### src/common/obrd_pkg.sv
package obrd_pkg;
	// ***************************************************************
	// enable bit positions
	// ***************************************************************
	localparam int SYS_GLOBAL_EN_BIT = 2;
	localparam int PER_FIRST_CAN_CONTROLLER_BIT = 0;
	localparam int PER_SECOND_CAN_CONTROLLER_BIT = 1;
	localparam int PER_SMALL_EXTENSION_RAM_BIT = 2;
	localparam int PER_LARGE_EXTENSION_RAM_BIT = 3;
	localparam int PER_RTC_BIT = 4;
	localparam int PER_FLASH_BIT = 5;
	localparam int PER_PWM_BIT = 6;
	localparam int PER_ASC_BIT = 7;
	localparam int PER_SSC_BIT = 8;
	localparam int PER_I2C_BIT = 9;
	localparam int PER_TMR_BIT = 10;

	// ***************************************************************
	// address map (24-bit byte addresses)
	// ***************************************************************
	localparam logic [23:0] FLASH_LO = 24'h090000;
	localparam logic [23:0] FLASH_HI = 24'h0EFFFF;
	localparam logic [23:0] FCTRL_LO = 24'h0E0000;
	localparam logic [23:0] BANK3_LO = 24'h0C0000;
	localparam logic [23:0] RSV_LO = 24'h080000;
	localparam logic [23:0] RSV_HI = 24'h08FFFF;
	localparam logic [23:0] SMALL_EXTENSION_RAM_LO = 24'h00E000;
	localparam logic [23:0] SMALL_EXTENSION_RAM_HI = 24'h00E7FF;
	localparam logic [23:0] LARGE_EXTENSION_RAM_LO = 24'h0F0000;
	localparam logic [23:0] LARGE_EXTENSION_RAM_HI = 24'h0FFFFF;
	localparam logic [23:0] FIRST_CAN_CONTROLLER_LO = 24'h00EF00;
	localparam logic [23:0] FIRST_CAN_CONTROLLER_HI = 24'h00EFFF;
	localparam logic [23:0] SECOND_CAN_CONTROLLER_LO = 24'h00EE00;
	localparam logic [23:0] SECOND_CAN_CONTROLLER_HI = 24'h00EEFF;
	localparam logic [23:0] RTC_LO = 24'h00ED00;
	localparam logic [23:0] RTC_HI = 24'h00EDFF;
	localparam logic [23:0] PWM_LO = 24'h00EC00;
	localparam logic [23:0] PWM_HI = 24'h00ECFF;
	localparam logic [23:0] ASC_LO = 24'h00E900;
	localparam logic [23:0] ASC_HI = 24'h00E9FF;
	localparam logic [23:0] SSC_LO = 24'h00E800;
	localparam logic [23:0] SSC_HI = 24'h00E8FF;
	localparam logic [23:0] I2C_LO = 24'h00EA00;
	localparam logic [23:0] I2C_HI = 24'h00EAFF;
	localparam logic [23:0] TMR_LO = 24'h00EB00;
	localparam logic [23:0] TMR_HI = 24'h00EB7F;

	// ***************************************************************
	// access timing
	// ***************************************************************
	localparam logic [1:0] WS_MEM = 2'h0;
	localparam logic [1:0] WS_PERIPH = 2'h2;
	localparam int FLASH_WS_FREQ_MHZ = 40;
	localparam int SEG_LINES_FULL = 8;
	localparam int SEG_LINES_CAN = 4;

	// target select one-hot code
	typedef enum logic [11:0] {
		OBRD_TGT_NONE = 12'h000,
		OBRD_TGT_EXT = 12'h001,
		OBRD_TGT_FLASH = 12'h002,
		OBRD_TGT_SMALL_EXTENSION_RAM = 12'h004,
		OBRD_TGT_LARGE_EXTENSION_RAM = 12'h008,
		OBRD_TGT_FIRST_CAN_CONTROLLER = 12'h010,
		OBRD_TGT_SECOND_CAN_CONTROLLER = 12'h020,
		OBRD_TGT_RTC = 12'h040,
		OBRD_TGT_PWM = 12'h080,
		OBRD_TGT_ASC = 12'h100,
		OBRD_TGT_SSC = 12'h200,
		OBRD_TGT_I2C = 12'h400,
		OBRD_TGT_TMR = 12'h800
	} obrd_tgt_t;
endpackage : obrd_pkg

### src/core/obrd_decoder.sv
`timescale 1ns/1ps
// What this block does
// flash window needs global and flash enable
// global off sends flash range external
// control regs at 0E page; else no program
// five flash blocks; bank2 three, bank3 two
// no read in bank being written
// software sets flash waitstate by clock; flash accesses here always get WS_MEM, whatever the clock
// 08 segment reserved, no external access while flash or large RAM is mapped
// ext RAMs single cycle, byte or word
// small RAM mapped with global and bit2
// large RAM mapped with global and bit3
// large RAM off sends range external
// ext RAM not stack, registers, bit space
// first CAN with global and bit0
// second CAN with global and bit1
// RTC with global and bit4
// extra PWM with global and bit6
// second async serial with bit7
// second sync serial with bit8
// I2C with global and bit9
// timer and misc with bit10
// peripherals word only, two waitstates
// CAN in use limits segment lines four
// disabled peripheral occupies nothing
// on-chip hit suppresses external cycle
module obrd_decoder #(
	parameter int ADDR_W = 24
) (
	input wire logic CLK, // cpu clock
	input wire logic RESETN, // synchronous reset, active low
	input wire logic [15:0] SYSTEM_CONFIG_REG, // system configuration word
	input wire logic [15:0] PERIPH_ENABLE_CONFIG_REG, // peripheral enables
	input wire logic REQ_VALID, // cpu access request
	input wire logic [ADDR_W-1:0] REQ_ADDR, // byte address
	input wire logic REQ_WRITE, // 1 write, 0 read
	input wire logic REQ_BYTE, // byte-wide access
	input wire logic REQ_STACK, // stack or register-bank access
	input wire logic REQ_BITOP, // single-bit access
	input wire logic FLASH_BANK2_BUSY, // write running in bank 2
	input wire logic FLASH_BANK3_BUSY, // write running in bank 3
	input wire logic FLASH_PE_REQ, // program/erase start request
	output logic [11:0] TARGET_SEL, // one-hot target of taken access
	output logic [1:0] WAIT_STATES, // waitstates for taken access
	output logic EXT_CYCLE, // external bus cycle start
	output logic ACCESS_ERROR, // access refused
	output logic [2:0] FLASH_BLOCK, // block index within flash
	output logic FLASH_BANK3, // block lies in bank 3
	output logic FLASH_PE_ALLOW, // program/erase permitted
	output logic [3:0] SEG_LINES, // usable segment address lines
	output logic [11:0] UNIT_VISIBLE // enabled regions, same order as target
);
	// ***************************************************************
	// state
	// ***************************************************************
	typedef struct packed {
		logic [11:0] tgt;
		logic [1:0] ws;
		logic ext;
		logic err;
		logic [2:0] blk;
		logic bank3;
		logic pe_ok;
		logic [3:0] seg;
		logic [11:0] vis;
	} obrd_state_t;

	obrd_state_t state_r;
	obrd_state_t state_nxt;

	logic glob;
	logic [15:0] pen;
	logic [11:0] hit;
	logic [11:0] en;
	logic onchip;
	logic in_flash;
	logic in_ctrl;
	logic in_rsv;
	logic rsv_on;
	logic [ADDR_W-1:0] fl_off;
	logic [2:0] blk;
	logic in_b3;
	logic bank_busy;
	logic is_ram;
	logic is_per;

	assign glob = SYSTEM_CONFIG_REG[obrd_pkg::SYS_GLOBAL_EN_BIT];
	assign pen = PERIPH_ENABLE_CONFIG_REG;

	// ***************************************************************
	// region match and enables
	// ***************************************************************
	function automatic logic in_rng(input logic [ADDR_W-1:0] a, input logic [23:0] lo,
			input logic [23:0] hi);
		in_rng = (a >= ADDR_W'(lo)) && (a <= ADDR_W'(hi));
	endfunction : in_rng

	// bit 0 of the vectors is the external interface, so it has no hit or enable
	always_comb begin
		hit = '0;
		hit[1] = in_rng(REQ_ADDR, obrd_pkg::FLASH_LO, obrd_pkg::FLASH_HI);
		hit[2] = in_rng(REQ_ADDR, obrd_pkg::SMALL_EXTENSION_RAM_LO, obrd_pkg::SMALL_EXTENSION_RAM_HI);
		hit[3] = in_rng(REQ_ADDR, obrd_pkg::LARGE_EXTENSION_RAM_LO, obrd_pkg::LARGE_EXTENSION_RAM_HI);
		hit[4] = in_rng(REQ_ADDR, obrd_pkg::FIRST_CAN_CONTROLLER_LO, obrd_pkg::FIRST_CAN_CONTROLLER_HI);
		hit[5] = in_rng(REQ_ADDR, obrd_pkg::SECOND_CAN_CONTROLLER_LO, obrd_pkg::SECOND_CAN_CONTROLLER_HI);
		hit[6] = in_rng(REQ_ADDR, obrd_pkg::RTC_LO, obrd_pkg::RTC_HI);
		hit[7] = in_rng(REQ_ADDR, obrd_pkg::PWM_LO, obrd_pkg::PWM_HI);
		hit[8] = in_rng(REQ_ADDR, obrd_pkg::ASC_LO, obrd_pkg::ASC_HI);
		hit[9] = in_rng(REQ_ADDR, obrd_pkg::SSC_LO, obrd_pkg::SSC_HI);
		hit[10] = in_rng(REQ_ADDR, obrd_pkg::I2C_LO, obrd_pkg::I2C_HI);
		hit[11] = in_rng(REQ_ADDR, obrd_pkg::TMR_LO, obrd_pkg::TMR_HI);
	end

	// every unit needs the global enable and its own bit
	always_comb begin
		en = '0;
		en[1] = glob && pen[obrd_pkg::PER_FLASH_BIT];
		en[2] = glob && pen[obrd_pkg::PER_SMALL_EXTENSION_RAM_BIT];
		en[3] = glob && pen[obrd_pkg::PER_LARGE_EXTENSION_RAM_BIT];
		en[4] = glob && pen[obrd_pkg::PER_FIRST_CAN_CONTROLLER_BIT];
		en[5] = glob && pen[obrd_pkg::PER_SECOND_CAN_CONTROLLER_BIT];
		en[6] = glob && pen[obrd_pkg::PER_RTC_BIT];
		en[7] = glob && pen[obrd_pkg::PER_PWM_BIT];
		en[8] = glob && pen[obrd_pkg::PER_ASC_BIT];
		en[9] = glob && pen[obrd_pkg::PER_SSC_BIT];
		en[10] = glob && pen[obrd_pkg::PER_I2C_BIT];
		en[11] = glob && pen[obrd_pkg::PER_TMR_BIT];
	end

	// ***************************************************************
	// flash geometry and reserved window
	// ***************************************************************
	// 64 Kbyte blocks: the segment number above the flash base picks the block
	assign in_flash = hit[1];
	assign fl_off = REQ_ADDR - ADDR_W'(obrd_pkg::FLASH_LO);
	assign blk = fl_off[18:16];
	assign in_ctrl = in_rng(REQ_ADDR, obrd_pkg::FCTRL_LO, obrd_pkg::FLASH_HI);
	assign in_b3 = REQ_ADDR >= ADDR_W'(obrd_pkg::BANK3_LO);
	assign bank_busy = in_b3 ? FLASH_BANK3_BUSY : FLASH_BANK2_BUSY;
	assign in_rsv = in_rng(REQ_ADDR, obrd_pkg::RSV_LO, obrd_pkg::RSV_HI);
	assign rsv_on = glob && (pen[obrd_pkg::PER_FLASH_BIT] || pen[obrd_pkg::PER_LARGE_EXTENSION_RAM_BIT]);
	assign onchip = |(hit & en);
	assign is_ram = (hit[2] && en[2]) || (hit[3] && en[3]);
	assign is_per = |(hit[11:4] & en[11:4]);

	// ***************************************************************
	// next-state decode
	// ***************************************************************
	// refused accesses go nowhere, so a faulty request never reaches a pin
	always_comb begin
		state_nxt = state_r;
		state_nxt.tgt = obrd_pkg::OBRD_TGT_NONE;
		state_nxt.ws = obrd_pkg::WS_MEM;
		state_nxt.ext = 1'b0;
		state_nxt.err = 1'b0;
		state_nxt.blk = '0;
		state_nxt.bank3 = 1'b0;
		state_nxt.vis = en;
		state_nxt.vis[0] = 1'b1;
		state_nxt.pe_ok = en[1];
		state_nxt.seg = (en[4] || en[5]) ? 4'(obrd_pkg::SEG_LINES_CAN)
			: 4'(obrd_pkg::SEG_LINES_FULL);
		if (REQ_VALID) begin
			if (onchip && is_ram && (REQ_STACK || REQ_BITOP)) begin
				state_nxt.err = 1'b1;
			end else if (onchip && is_per && REQ_BYTE) begin
				state_nxt.err = 1'b1;
			end else if (onchip && in_flash && !REQ_WRITE && !in_ctrl && bank_busy) begin
				state_nxt.err = 1'b1;
			end else if (onchip) begin
				state_nxt.tgt = hit & en;
				state_nxt.ws = is_per ? obrd_pkg::WS_PERIPH : obrd_pkg::WS_MEM;
				state_nxt.blk = in_ctrl ? 3'h5 : blk;
				state_nxt.bank3 = in_flash && in_b3;
			end else if (in_rsv && rsv_on) begin
				state_nxt.err = 1'b1;
			end else begin
				state_nxt.tgt = obrd_pkg::OBRD_TGT_EXT;
				state_nxt.ext = 1'b1;
			end
		end
	end

	// ***************************************************************
	// state register
	// ***************************************************************
	always_ff @(posedge CLK) begin
		if (!RESETN) begin
			state_r <= '0;
		end else begin
			state_r <= state_nxt;
		end
	end

	// outputs straight from the state flops, except FLASH_PE_ALLOW, which is gated by FLASH_PE_REQ
	assign TARGET_SEL = state_r.tgt;
	assign WAIT_STATES = state_r.ws;
	assign EXT_CYCLE = state_r.ext;
	assign ACCESS_ERROR = state_r.err;
	assign FLASH_BLOCK = state_r.blk;
	assign FLASH_BANK3 = state_r.bank3;
	assign FLASH_PE_ALLOW = state_r.pe_ok && FLASH_PE_REQ;
	assign SEG_LINES = state_r.seg;
	assign UNIT_VISIBLE = state_r.vis;

	// ***************************************************************
	// checks
	// ***************************************************************
	one_target_a: assert property (@(posedge CLK) disable iff (!RESETN)
		$onehot0(TARGET_SEL) && !(EXT_CYCLE && TARGET_SEL != 12'h001))
		else $error("more than one target or stray external cycle");

	flash_en_a: assert property (@(posedge CLK) disable iff (!RESETN)
		TARGET_SEL[1] |-> $past(glob && pen[obrd_pkg::PER_FLASH_BIT]))
		else $error("flash selected while disabled");

	flash_off_a: assert property (@(posedge CLK) disable iff (!RESETN)
		REQ_VALID && !glob && in_flash |=> EXT_CYCLE)
		else $error("flash range not sent external");

	pe_gate_a: assert property (@(posedge CLK) disable iff (!RESETN)
		FLASH_PE_ALLOW |-> $past(en[1]))
		else $error("program allowed without control registers");

	block_idx_a: assert property (@(posedge CLK) disable iff (!RESETN)
		REQ_VALID && en[1] && REQ_WRITE && REQ_ADDR[23:16] == 8'h0D
		|=> FLASH_BLOCK == 3'h4 && FLASH_BANK3)
		else $error("wrong flash block or bank");

	rww_a: assert property (@(posedge CLK) disable iff (!RESETN)
		REQ_VALID && en[1] && !REQ_WRITE && in_flash && !in_ctrl && bank_busy
		|=> ACCESS_ERROR && !TARGET_SEL[1])
		else $error("read in busy bank");

	rsv_a: assert property (@(posedge CLK) disable iff (!RESETN)
		REQ_VALID && in_rsv && rsv_on |=> !EXT_CYCLE)
		else $error("external access in reserved window");

	per_ws_a: assert property (@(posedge CLK) disable iff (!RESETN)
		(|TARGET_SEL[11:4]) |-> WAIT_STATES == 2'h2)
		else $error("peripheral waitstates wrong");

	ram_ws_a: assert property (@(posedge CLK) disable iff (!RESETN)
		(TARGET_SEL[2] || TARGET_SEL[3]) |-> WAIT_STATES == 2'h0)
		else $error("ram waitstates wrong");

	seg_can_a: assert property (@(posedge CLK) disable iff (!RESETN)
		glob && (pen[0] || pen[1]) |=> SEG_LINES == 4'h4)
		else $error("segment lines not limited");

	ram_bit_a: assert property (@(posedge CLK) disable iff (!RESETN)
		REQ_VALID && is_ram && REQ_BITOP |=> ACCESS_ERROR)
		else $error("bit access to extension ram");

	small_extension_ram_a: assert property (@(posedge CLK) disable iff (!RESETN)
		REQ_VALID && hit[2] && !en[2] |=> EXT_CYCLE)
		else $error("small ram range not forwarded");

	// each window is read straight from the config words, so a crossed enable bit shows up
	large_extension_ram_on_a: assert property (@(posedge CLK) disable iff (!RESETN)
		REQ_VALID && !REQ_STACK && !REQ_BITOP && glob && pen[obrd_pkg::PER_LARGE_EXTENSION_RAM_BIT]
		&& in_rng(REQ_ADDR, obrd_pkg::LARGE_EXTENSION_RAM_LO, obrd_pkg::LARGE_EXTENSION_RAM_HI)
		|=> TARGET_SEL == obrd_pkg::OBRD_TGT_LARGE_EXTENSION_RAM)
		else $error("large ram not selected");

	large_extension_ram_off_a: assert property (@(posedge CLK) disable iff (!RESETN)
		REQ_VALID && !(glob && pen[obrd_pkg::PER_LARGE_EXTENSION_RAM_BIT])
		&& in_rng(REQ_ADDR, obrd_pkg::LARGE_EXTENSION_RAM_LO, obrd_pkg::LARGE_EXTENSION_RAM_HI) |=> EXT_CYCLE)
		else $error("large ram range not forwarded");

	first_can_controller_sel_a: assert property (@(posedge CLK) disable iff (!RESETN)
		REQ_VALID && !REQ_BYTE && glob && pen[obrd_pkg::PER_FIRST_CAN_CONTROLLER_BIT]
		&& in_rng(REQ_ADDR, obrd_pkg::FIRST_CAN_CONTROLLER_LO, obrd_pkg::FIRST_CAN_CONTROLLER_HI)
		|=> TARGET_SEL == obrd_pkg::OBRD_TGT_FIRST_CAN_CONTROLLER)
		else $error("first can not selected");

	second_can_controller_sel_a: assert property (@(posedge CLK) disable iff (!RESETN)
		REQ_VALID && !REQ_BYTE && glob && pen[obrd_pkg::PER_SECOND_CAN_CONTROLLER_BIT]
		&& in_rng(REQ_ADDR, obrd_pkg::SECOND_CAN_CONTROLLER_LO, obrd_pkg::SECOND_CAN_CONTROLLER_HI)
		|=> TARGET_SEL == obrd_pkg::OBRD_TGT_SECOND_CAN_CONTROLLER)
		else $error("second can not selected");

	rtc_sel_a: assert property (@(posedge CLK) disable iff (!RESETN)
		REQ_VALID && !REQ_BYTE && glob && pen[obrd_pkg::PER_RTC_BIT]
		&& in_rng(REQ_ADDR, obrd_pkg::RTC_LO, obrd_pkg::RTC_HI)
		|=> TARGET_SEL == obrd_pkg::OBRD_TGT_RTC)
		else $error("rtc not selected");

	pwm_sel_a: assert property (@(posedge CLK) disable iff (!RESETN)
		REQ_VALID && !REQ_BYTE && glob && pen[obrd_pkg::PER_PWM_BIT]
		&& in_rng(REQ_ADDR, obrd_pkg::PWM_LO, obrd_pkg::PWM_HI)
		|=> TARGET_SEL == obrd_pkg::OBRD_TGT_PWM)
		else $error("extra pwm not selected");

	asc_sel_a: assert property (@(posedge CLK) disable iff (!RESETN)
		REQ_VALID && !REQ_BYTE && glob && pen[obrd_pkg::PER_ASC_BIT]
		&& in_rng(REQ_ADDR, obrd_pkg::ASC_LO, obrd_pkg::ASC_HI)
		|=> TARGET_SEL == obrd_pkg::OBRD_TGT_ASC)
		else $error("async serial not selected");

	ssc_sel_a: assert property (@(posedge CLK) disable iff (!RESETN)
		REQ_VALID && !REQ_BYTE && glob && pen[obrd_pkg::PER_SSC_BIT]
		&& in_rng(REQ_ADDR, obrd_pkg::SSC_LO, obrd_pkg::SSC_HI)
		|=> TARGET_SEL == obrd_pkg::OBRD_TGT_SSC)
		else $error("sync serial not selected");

	i2c_sel_a: assert property (@(posedge CLK) disable iff (!RESETN)
		REQ_VALID && !REQ_BYTE && glob && pen[obrd_pkg::PER_I2C_BIT]
		&& in_rng(REQ_ADDR, obrd_pkg::I2C_LO, obrd_pkg::I2C_HI)
		|=> TARGET_SEL == obrd_pkg::OBRD_TGT_I2C)
		else $error("i2c not selected");

	tmr_sel_a: assert property (@(posedge CLK) disable iff (!RESETN)
		REQ_VALID && !REQ_BYTE && glob && pen[obrd_pkg::PER_TMR_BIT]
		&& in_rng(REQ_ADDR, obrd_pkg::TMR_LO, obrd_pkg::TMR_HI)
		|=> TARGET_SEL == obrd_pkg::OBRD_TGT_TMR)
		else $error("timer and misc not selected");

	// a hidden unit must not even refuse: its window belongs to the external bus
	per_hidden_a: assert property (@(posedge CLK) disable iff (!RESETN)
		REQ_VALID && (|(hit[11:4] & ~en[11:4])) |=> EXT_CYCLE && !ACCESS_ERROR)
		else $error("disabled peripheral still occupies its window");

	ram_stack_a: assert property (@(posedge CLK) disable iff (!RESETN)
		REQ_VALID && is_ram && REQ_STACK |=> ACCESS_ERROR && TARGET_SEL == 12'h000)
		else $error("stack access to extension ram");

	ram_byte_a: assert property (@(posedge CLK) disable iff (!RESETN)
		REQ_VALID && is_ram && REQ_BYTE && !REQ_STACK && !REQ_BITOP
		|=> !ACCESS_ERROR && (TARGET_SEL[2] || TARGET_SEL[3]))
		else $error("byte access to extension ram refused");

	per_byte_a: assert property (@(posedge CLK) disable iff (!RESETN)
		REQ_VALID && is_per && REQ_BYTE |=> ACCESS_ERROR && TARGET_SEL == 12'h000)
		else $error("byte access to peripheral taken");

	// no disable here: the cycle after a reset edge is exactly what it watches
	reset_clear_a: assert property (@(posedge CLK) !RESETN
		|=> TARGET_SEL == 12'h000 && !EXT_CYCLE && !ACCESS_ERROR && UNIT_VISIBLE == 12'h000)
		else $error("outputs not cleared by reset");

	seg_full_a: assert property (@(posedge CLK) disable iff (!RESETN)
		!(glob && (pen[0] || pen[1])) |=> SEG_LINES == 4'h8)
		else $error("segment lines limited without can");

	onchip_ext_a: assert property (@(posedge CLK) disable iff (!RESETN)
		REQ_VALID && onchip |=> !EXT_CYCLE)
		else $error("external cycle beside on-chip hit");

	pe_block_a: assert property (@(posedge CLK) disable iff (!RESETN)
		!en[1] |=> !FLASH_PE_ALLOW)
		else $error("program allowed with control page hidden");

	bank2_idx_a: assert property (@(posedge CLK) disable iff (!RESETN)
		REQ_VALID && en[1] && REQ_WRITE && REQ_ADDR[23:16] == 8'h09
		|=> FLASH_BLOCK == 3'h0 && !FLASH_BANK3)
		else $error("wrong bank 2 block");
endmodule : obrd_decoder

### config.mk
export PLATFORM = sky130hd
export DESIGN_NAME = obrd_decoder
export DESIGN_NICKNAME = d
export VERILOG_FILES = /design/src/common/obrd_pkg.sv /design/src/core/obrd_decoder.sv
export SDC_FILE = /design/constraint.sdc
export NUM_CORES = 1
export LEC_CHECK = 0
export ABC_CLOCK_PERIOD_IN_PS = 3790
export BUFFER_PORTS_ARGS = -buffer_cell sky130_fd_sc_hd__buf_2
export CAP_MARGIN = 10
export CORE_UTILIZATION = 30
export DETAILED_ROUTE_END_ITERATION = 8
export SLEW_MARGIN = 0
export SYNTH_ARGS = -nofsm -noshare
export SYNTH_HDL_FRONTEND = slang
export SYNTH_SLANG_ARGS = --single-unit
### constraint.sdc
create_clock -name CLK -period 3.79 [get_ports CLK]
set_clock_uncertainty 0.05 [all_clocks]
set_input_delay 0.5685 -clock CLK [delete_from_list [all_inputs] [get_ports CLK]]
set_output_delay 0.5685 -clock CLK [all_outputs]
set_load 0.01 [all_outputs]
After elaboration in Yosys (flattened, before gate mapping)
Index checks and enable logic that the tools add are counted.
Word-level totals
  logic and storage cells: 107
  bits of input ports: 66
  output and inout bits: 37
  bits in registers: 37
Cells by class
  bitwise gates (word level): 5
  magnitude comparators: 26
  add/subtract/negate cells: 1
  reductions and logical operators: 51
  mux-type cells: 13
Operator list (count)
  24-bit by 16-bit >= comparator with 1-bit output (second input constant): 9
  24-bit by 16-bit <= comparator with 1-bit output (second input constant): 9
  24-bit by 20-bit >= comparator with 1-bit output (second input constant): 5
  24-bit by 20-bit <= comparator with 1-bit output (second input constant): 3
  1-bit logical AND: 38
  19-bit by 17-bit subtractor with 19-bit output (second input constant): 1
  17-bit OR reduction: 1
  12-bit bitwise AND: 1
  12-bit 2-to-1 mux: 1
  12-bit OR reduction: 1
  8-bit bitwise AND: 1
  1-bit 2-to-1 mux: 8
  8-bit OR reduction: 1
  7-bit OR reduction: 1
  6-bit OR reduction: 1
  5-bit OR reduction: 1
  1-bit logical OR: 4
  2-bit 2-to-1 mux: 2
  4-bit 2-to-1 mux: 1
  3-bit 2-to-1 mux: 1
  1-bit inverter: 3
  1-bit logical NOT: 2
  2-bit AND reduction: 1

Logic depth before layout (Yosys ltp)
  depth after elaboration: 11
  gate-level depth with buffers: 10
  depth with buffers taken out: 8

Worst setup path before layout
Ideal clock, no wire load.
  path kind: input -> register
  from: in REQ_ADDR[22]
  to: reg state_r (netlist bit WAIT_STATES[1])
  setup time: 80 ps
  path slack: 1319 ps
  cell stages on the path: 8
  arrival time: 2341 ps
  path buffers: 2
  data required time: 3660 ps
  path through: or4_1 > buf_2 > a21oi_2 > mux2i_1 > nor3_1 > a211o_1 > buf_6 > nor3b_1
On the way
  word-level cells in the longest chain between the ends: 9
  elaborated cells between the ends (all ways): 56
  classes of those cells: order compare (24); mux (2); bitwise (3); reduce/logical (27)
RTL lines
  start: declaration: line obrd_decoder.sv:35  | input wire logic [ADDR_W-1:0] REQ_ADDR,
  24-bit by 20-bit >= comparator with 1-bit output, or another cell as far along: line obrd_decoder.sv:95  | in_rng = (a >= ADDR_W'(lo)) && (a <= ADDR_W'(hi));
  1-bit logical AND: line obrd_decoder.sv:95
  12-bit bitwise AND: line obrd_decoder.sv:142  | assign onchip = |(hit & en);
  12-bit OR reduction: line obrd_decoder.sv:142
  1-bit logical AND (4 in a row): line obrd_decoder.sv:168  | end else if (onchip && in_flash && !REQ_WRITE && !in_ctrl && bank_busy) begin
  6-bit OR reduction (no line)
  end signal: assignment: line obrd_decoder.sv:191  | state_r <= state_nxt;
  end: declaration: line obrd_decoder.sv:68  | obrd_state_t state_r;
Parallel ways exist; a longest one is shown, timed or not.
A chain may end at the register's enable or synchronous reset.

Worst setup path after layout
  from: in REQ_ADDR[22]
  to: reg state_r (netlist bit TARGET_SEL[6])
On the way
  word-level cells in the longest chain between the ends: 9
  elaborated cells between the ends (all ways): 55
  classes of those cells: order compare (24); mux (2); bitwise (2); reduce/logical (27)
RTL lines (line)
  24-bit by 20-bit >= comparator with 1-bit output, or another cell as far along: obrd_decoder.sv:95
  1-bit logical AND: obrd_decoder.sv:95
  12-bit bitwise AND: obrd_decoder.sv:142, obrd_decoder.sv:171
  12-bit OR reduction: obrd_decoder.sv:142
  1-bit logical AND (4 in a row): obrd_decoder.sv:168
  5-bit OR reduction (no line)
Parallel ways exist; a longest one is shown, timed or not.

==> impl_results.md <==
* Run status: complete, no violations
* Total Power at 0.0007558 W
* Global-route wire length before repair at 6479 um
* Ports at 103
* Seq cells post-synth at 32
* DR vias at 1585
* Compound-Gate Fraction of Synth Area at 0.1321
* I/O Buffers at 79
* Adder-cell area share of the yosys netlist at 0.03127
* Tmin final at 2.643 ns
* Area of the core at 5107 sq um
* Die height at 75.04 um
* Clock root buffer: clkbuf_8
* CP Capture Type: flip-flop
* Vias per cell at 4.922
* Layout cells sized above 1 at 0.4008
* Die Footprint at 5630 sq um
* Top cell type by total area after synthesis: dfxtp_1
* WL/cell at 12.96 um
* Placed Cells at 314
* Cell row count at 26
* Overflow after GRT at 0
* Fin util at 0.4162
* DRC at 0
* VDD IR max at 0.1272 mV
* Synth Flop Type: dfxtp_1
* Post-DP HPWL at 3373 um
* Fmax at 378.4 MHz
* CTS tree: done
* Post-synthesis mux area share at 0.01251
* Largest family of logic cells by synthesized area: simple AND/OR/NAND/NOR gates
* Final WL at 4173 um
* Most frequent cells in the layout: 79 x buf_2, 32 x dfxtp_1, 12 x and3_1, 10 x nand2_1, 10 x nor3_1
* CTS buffer count at 5
* Final-report hold violation count at 0
* Post-CTS setup buffers at 0
* Number of global-route vias before repair at 1406
* RSZ-0062 raised after global routing: false
* Critical path class: primary input to flip-flop
* Hold/Removal Path Class: primary input to flip-flop
* Reported max-cap violation count at 0
* Crit-path slowest cell: or4_1
* Largest net degree at the start of global routing at 19
* Leak pwr at 0.9743 nW
* Main area contributors after synthesis: dfxtp_1 40%, and3_1 4.7%, nand4_1 3.5%
* Crit-path cells: buf_2 > or4_1 > a21oi_2 > mux2i_1 > nor3_1 > a211o_1 > nor4_1
* Final setup TNS at 0 ns
* DRT antenna net count at 0
* DR pass1 iterations at 4
* Crit path max fanout at 16
* Mean Syn Cell Area at 9.093 sq um
* Number of flops mapped to enable cells by yosys at 0
* Pwr Density at 355.6 nW/um^2
* Die Span X at 75.04 um
* Hold WS at 0.4262 ns
* Setup violators final at 0
* Mapped cell area at 1600 sq um
* Distinct cells, synth at 48
* Antenna violations before repair at 0
* GR Util All Layers at 0.1547
* Diodes inserted at 0
* Area Overhead vs Synth at 32.84%
* Fin crit share at 0.6973
* Slew Limit Fails at 0
* Yosys warnings at 0
* Htree depth at 2
* First DRT Iteration DRCs at 52
* Crit start category: primary input
* Initial core utilization at 0.3133
* Final net count at 321
* Ys async rst share at 0
* Slowest stage delay, CP at 0.70 ns
* Most common cell after layout, fill and taps aside: buf_2
* Clock buffer depth at 2
* Synth top area share at 0.4003
* Slew margin rel. at 0.6474
* Critical path required time at 3.91 ns
* Worst-path clk slew at 0.06 ns
* Clock sink count at 32
* Syn Inst Count at 176
* GPL Wtd Cong at 0.7878
* PostCTS Resize Cnt at 0
* Post-synthesis simple-gate area fraction at 0.3573
* Post-CTS Hold Buffers at 0
* Seq/Total Area, Yosys at 0.4003
* XOR/XNOR Fraction of Synth Area at 0
* Worst path arrival time at 2.77 ns
* Worst-Margin Slew at 0.5289 ns
* Non-filler cells, final at 322
## per-layer routing
metal	up-vias	part of all wire	track usage
met3	6	0.077	0.03614
met4	0	0.015	0.05660
li1	801	-	-
met5	-	0	0
met1	719	0.43	0.2000
met2	59	0.48	0.2513
## critical path, delay by kind of cell
family                 cells  cell delay (ns)
AOI/OAI and AO/OA          2             0.75
and+or+nand+nor            3             1.12
muxes                      1             0.21
buffers and inverters      1             0.11
## final timing paths
path,start,to,slack (ns),cells past startpoint
setup / recovery,REQ_ADDR[22],TARGET_SEL[6],1.15,7
hold / removal,REQ_BYTE,WAIT_STATES[1],0.43,2
## Yosys cell counts (5+ instances only)
library cell	number
and3_1	12
clkbuf_1	7
dfxtp_1	32
inv_1	5
nand2_1	10
nand3_1	7
nand4_1	9
nor2_1	8
nor3_1	10
nor4_1	7
o21ai_0	6
## registers in the layout, summed over array words and instances (netlist names)
signal and cells:
UNIT_VISIBLE 12, TARGET_SEL 11, FLASH_BLOCK 3, SEG_LINES 2
ACCESS_ERROR 1, EXT_CYCLE 1, FLASH_BANK3 1, WAIT_STATES 1
## metrics by stage
stage / area (sq um) / setup WS, ns
final: 2126 / 1.147
after floorplan: 1608 / 1.319
after CTS: 2126 / 1.099
after detailed placement: 2014 / 0.7961
after global placement: 2014 / 0.8301
after global routing: 2126 / 0.9531
## area by class of cell
type                    instances  area [sq um]
multi-input cells             127         864.6
fillers                       545          2982
well taps                      70         87.58
inverters                       5         18.77
repair buffers                 80         402.9
flip-flops and latches         32         640.6
clock buffers                   5         68.82
clock inverters                 3         42.54
## cell families (layout without fill, tap and decap cells)
logic type	after synthesis	count (layout)
adder cells (fa/ha/maj)	4	4
buffers and inverters	19	93
flip-flops	32	32
AO/OA/AOI/OAI	27	27
AND/OR/NAND/NOR	91	91
other	1	3
multiplexers	2	2
## report_power, final
group          switching (W)  internal (W)
Clock               0.000123      0.000194
Combinational      0.0000548     0.0000391
Sequential        0.00000151      0.000344
Note: power is estimated with default switching activity, not from simulation.
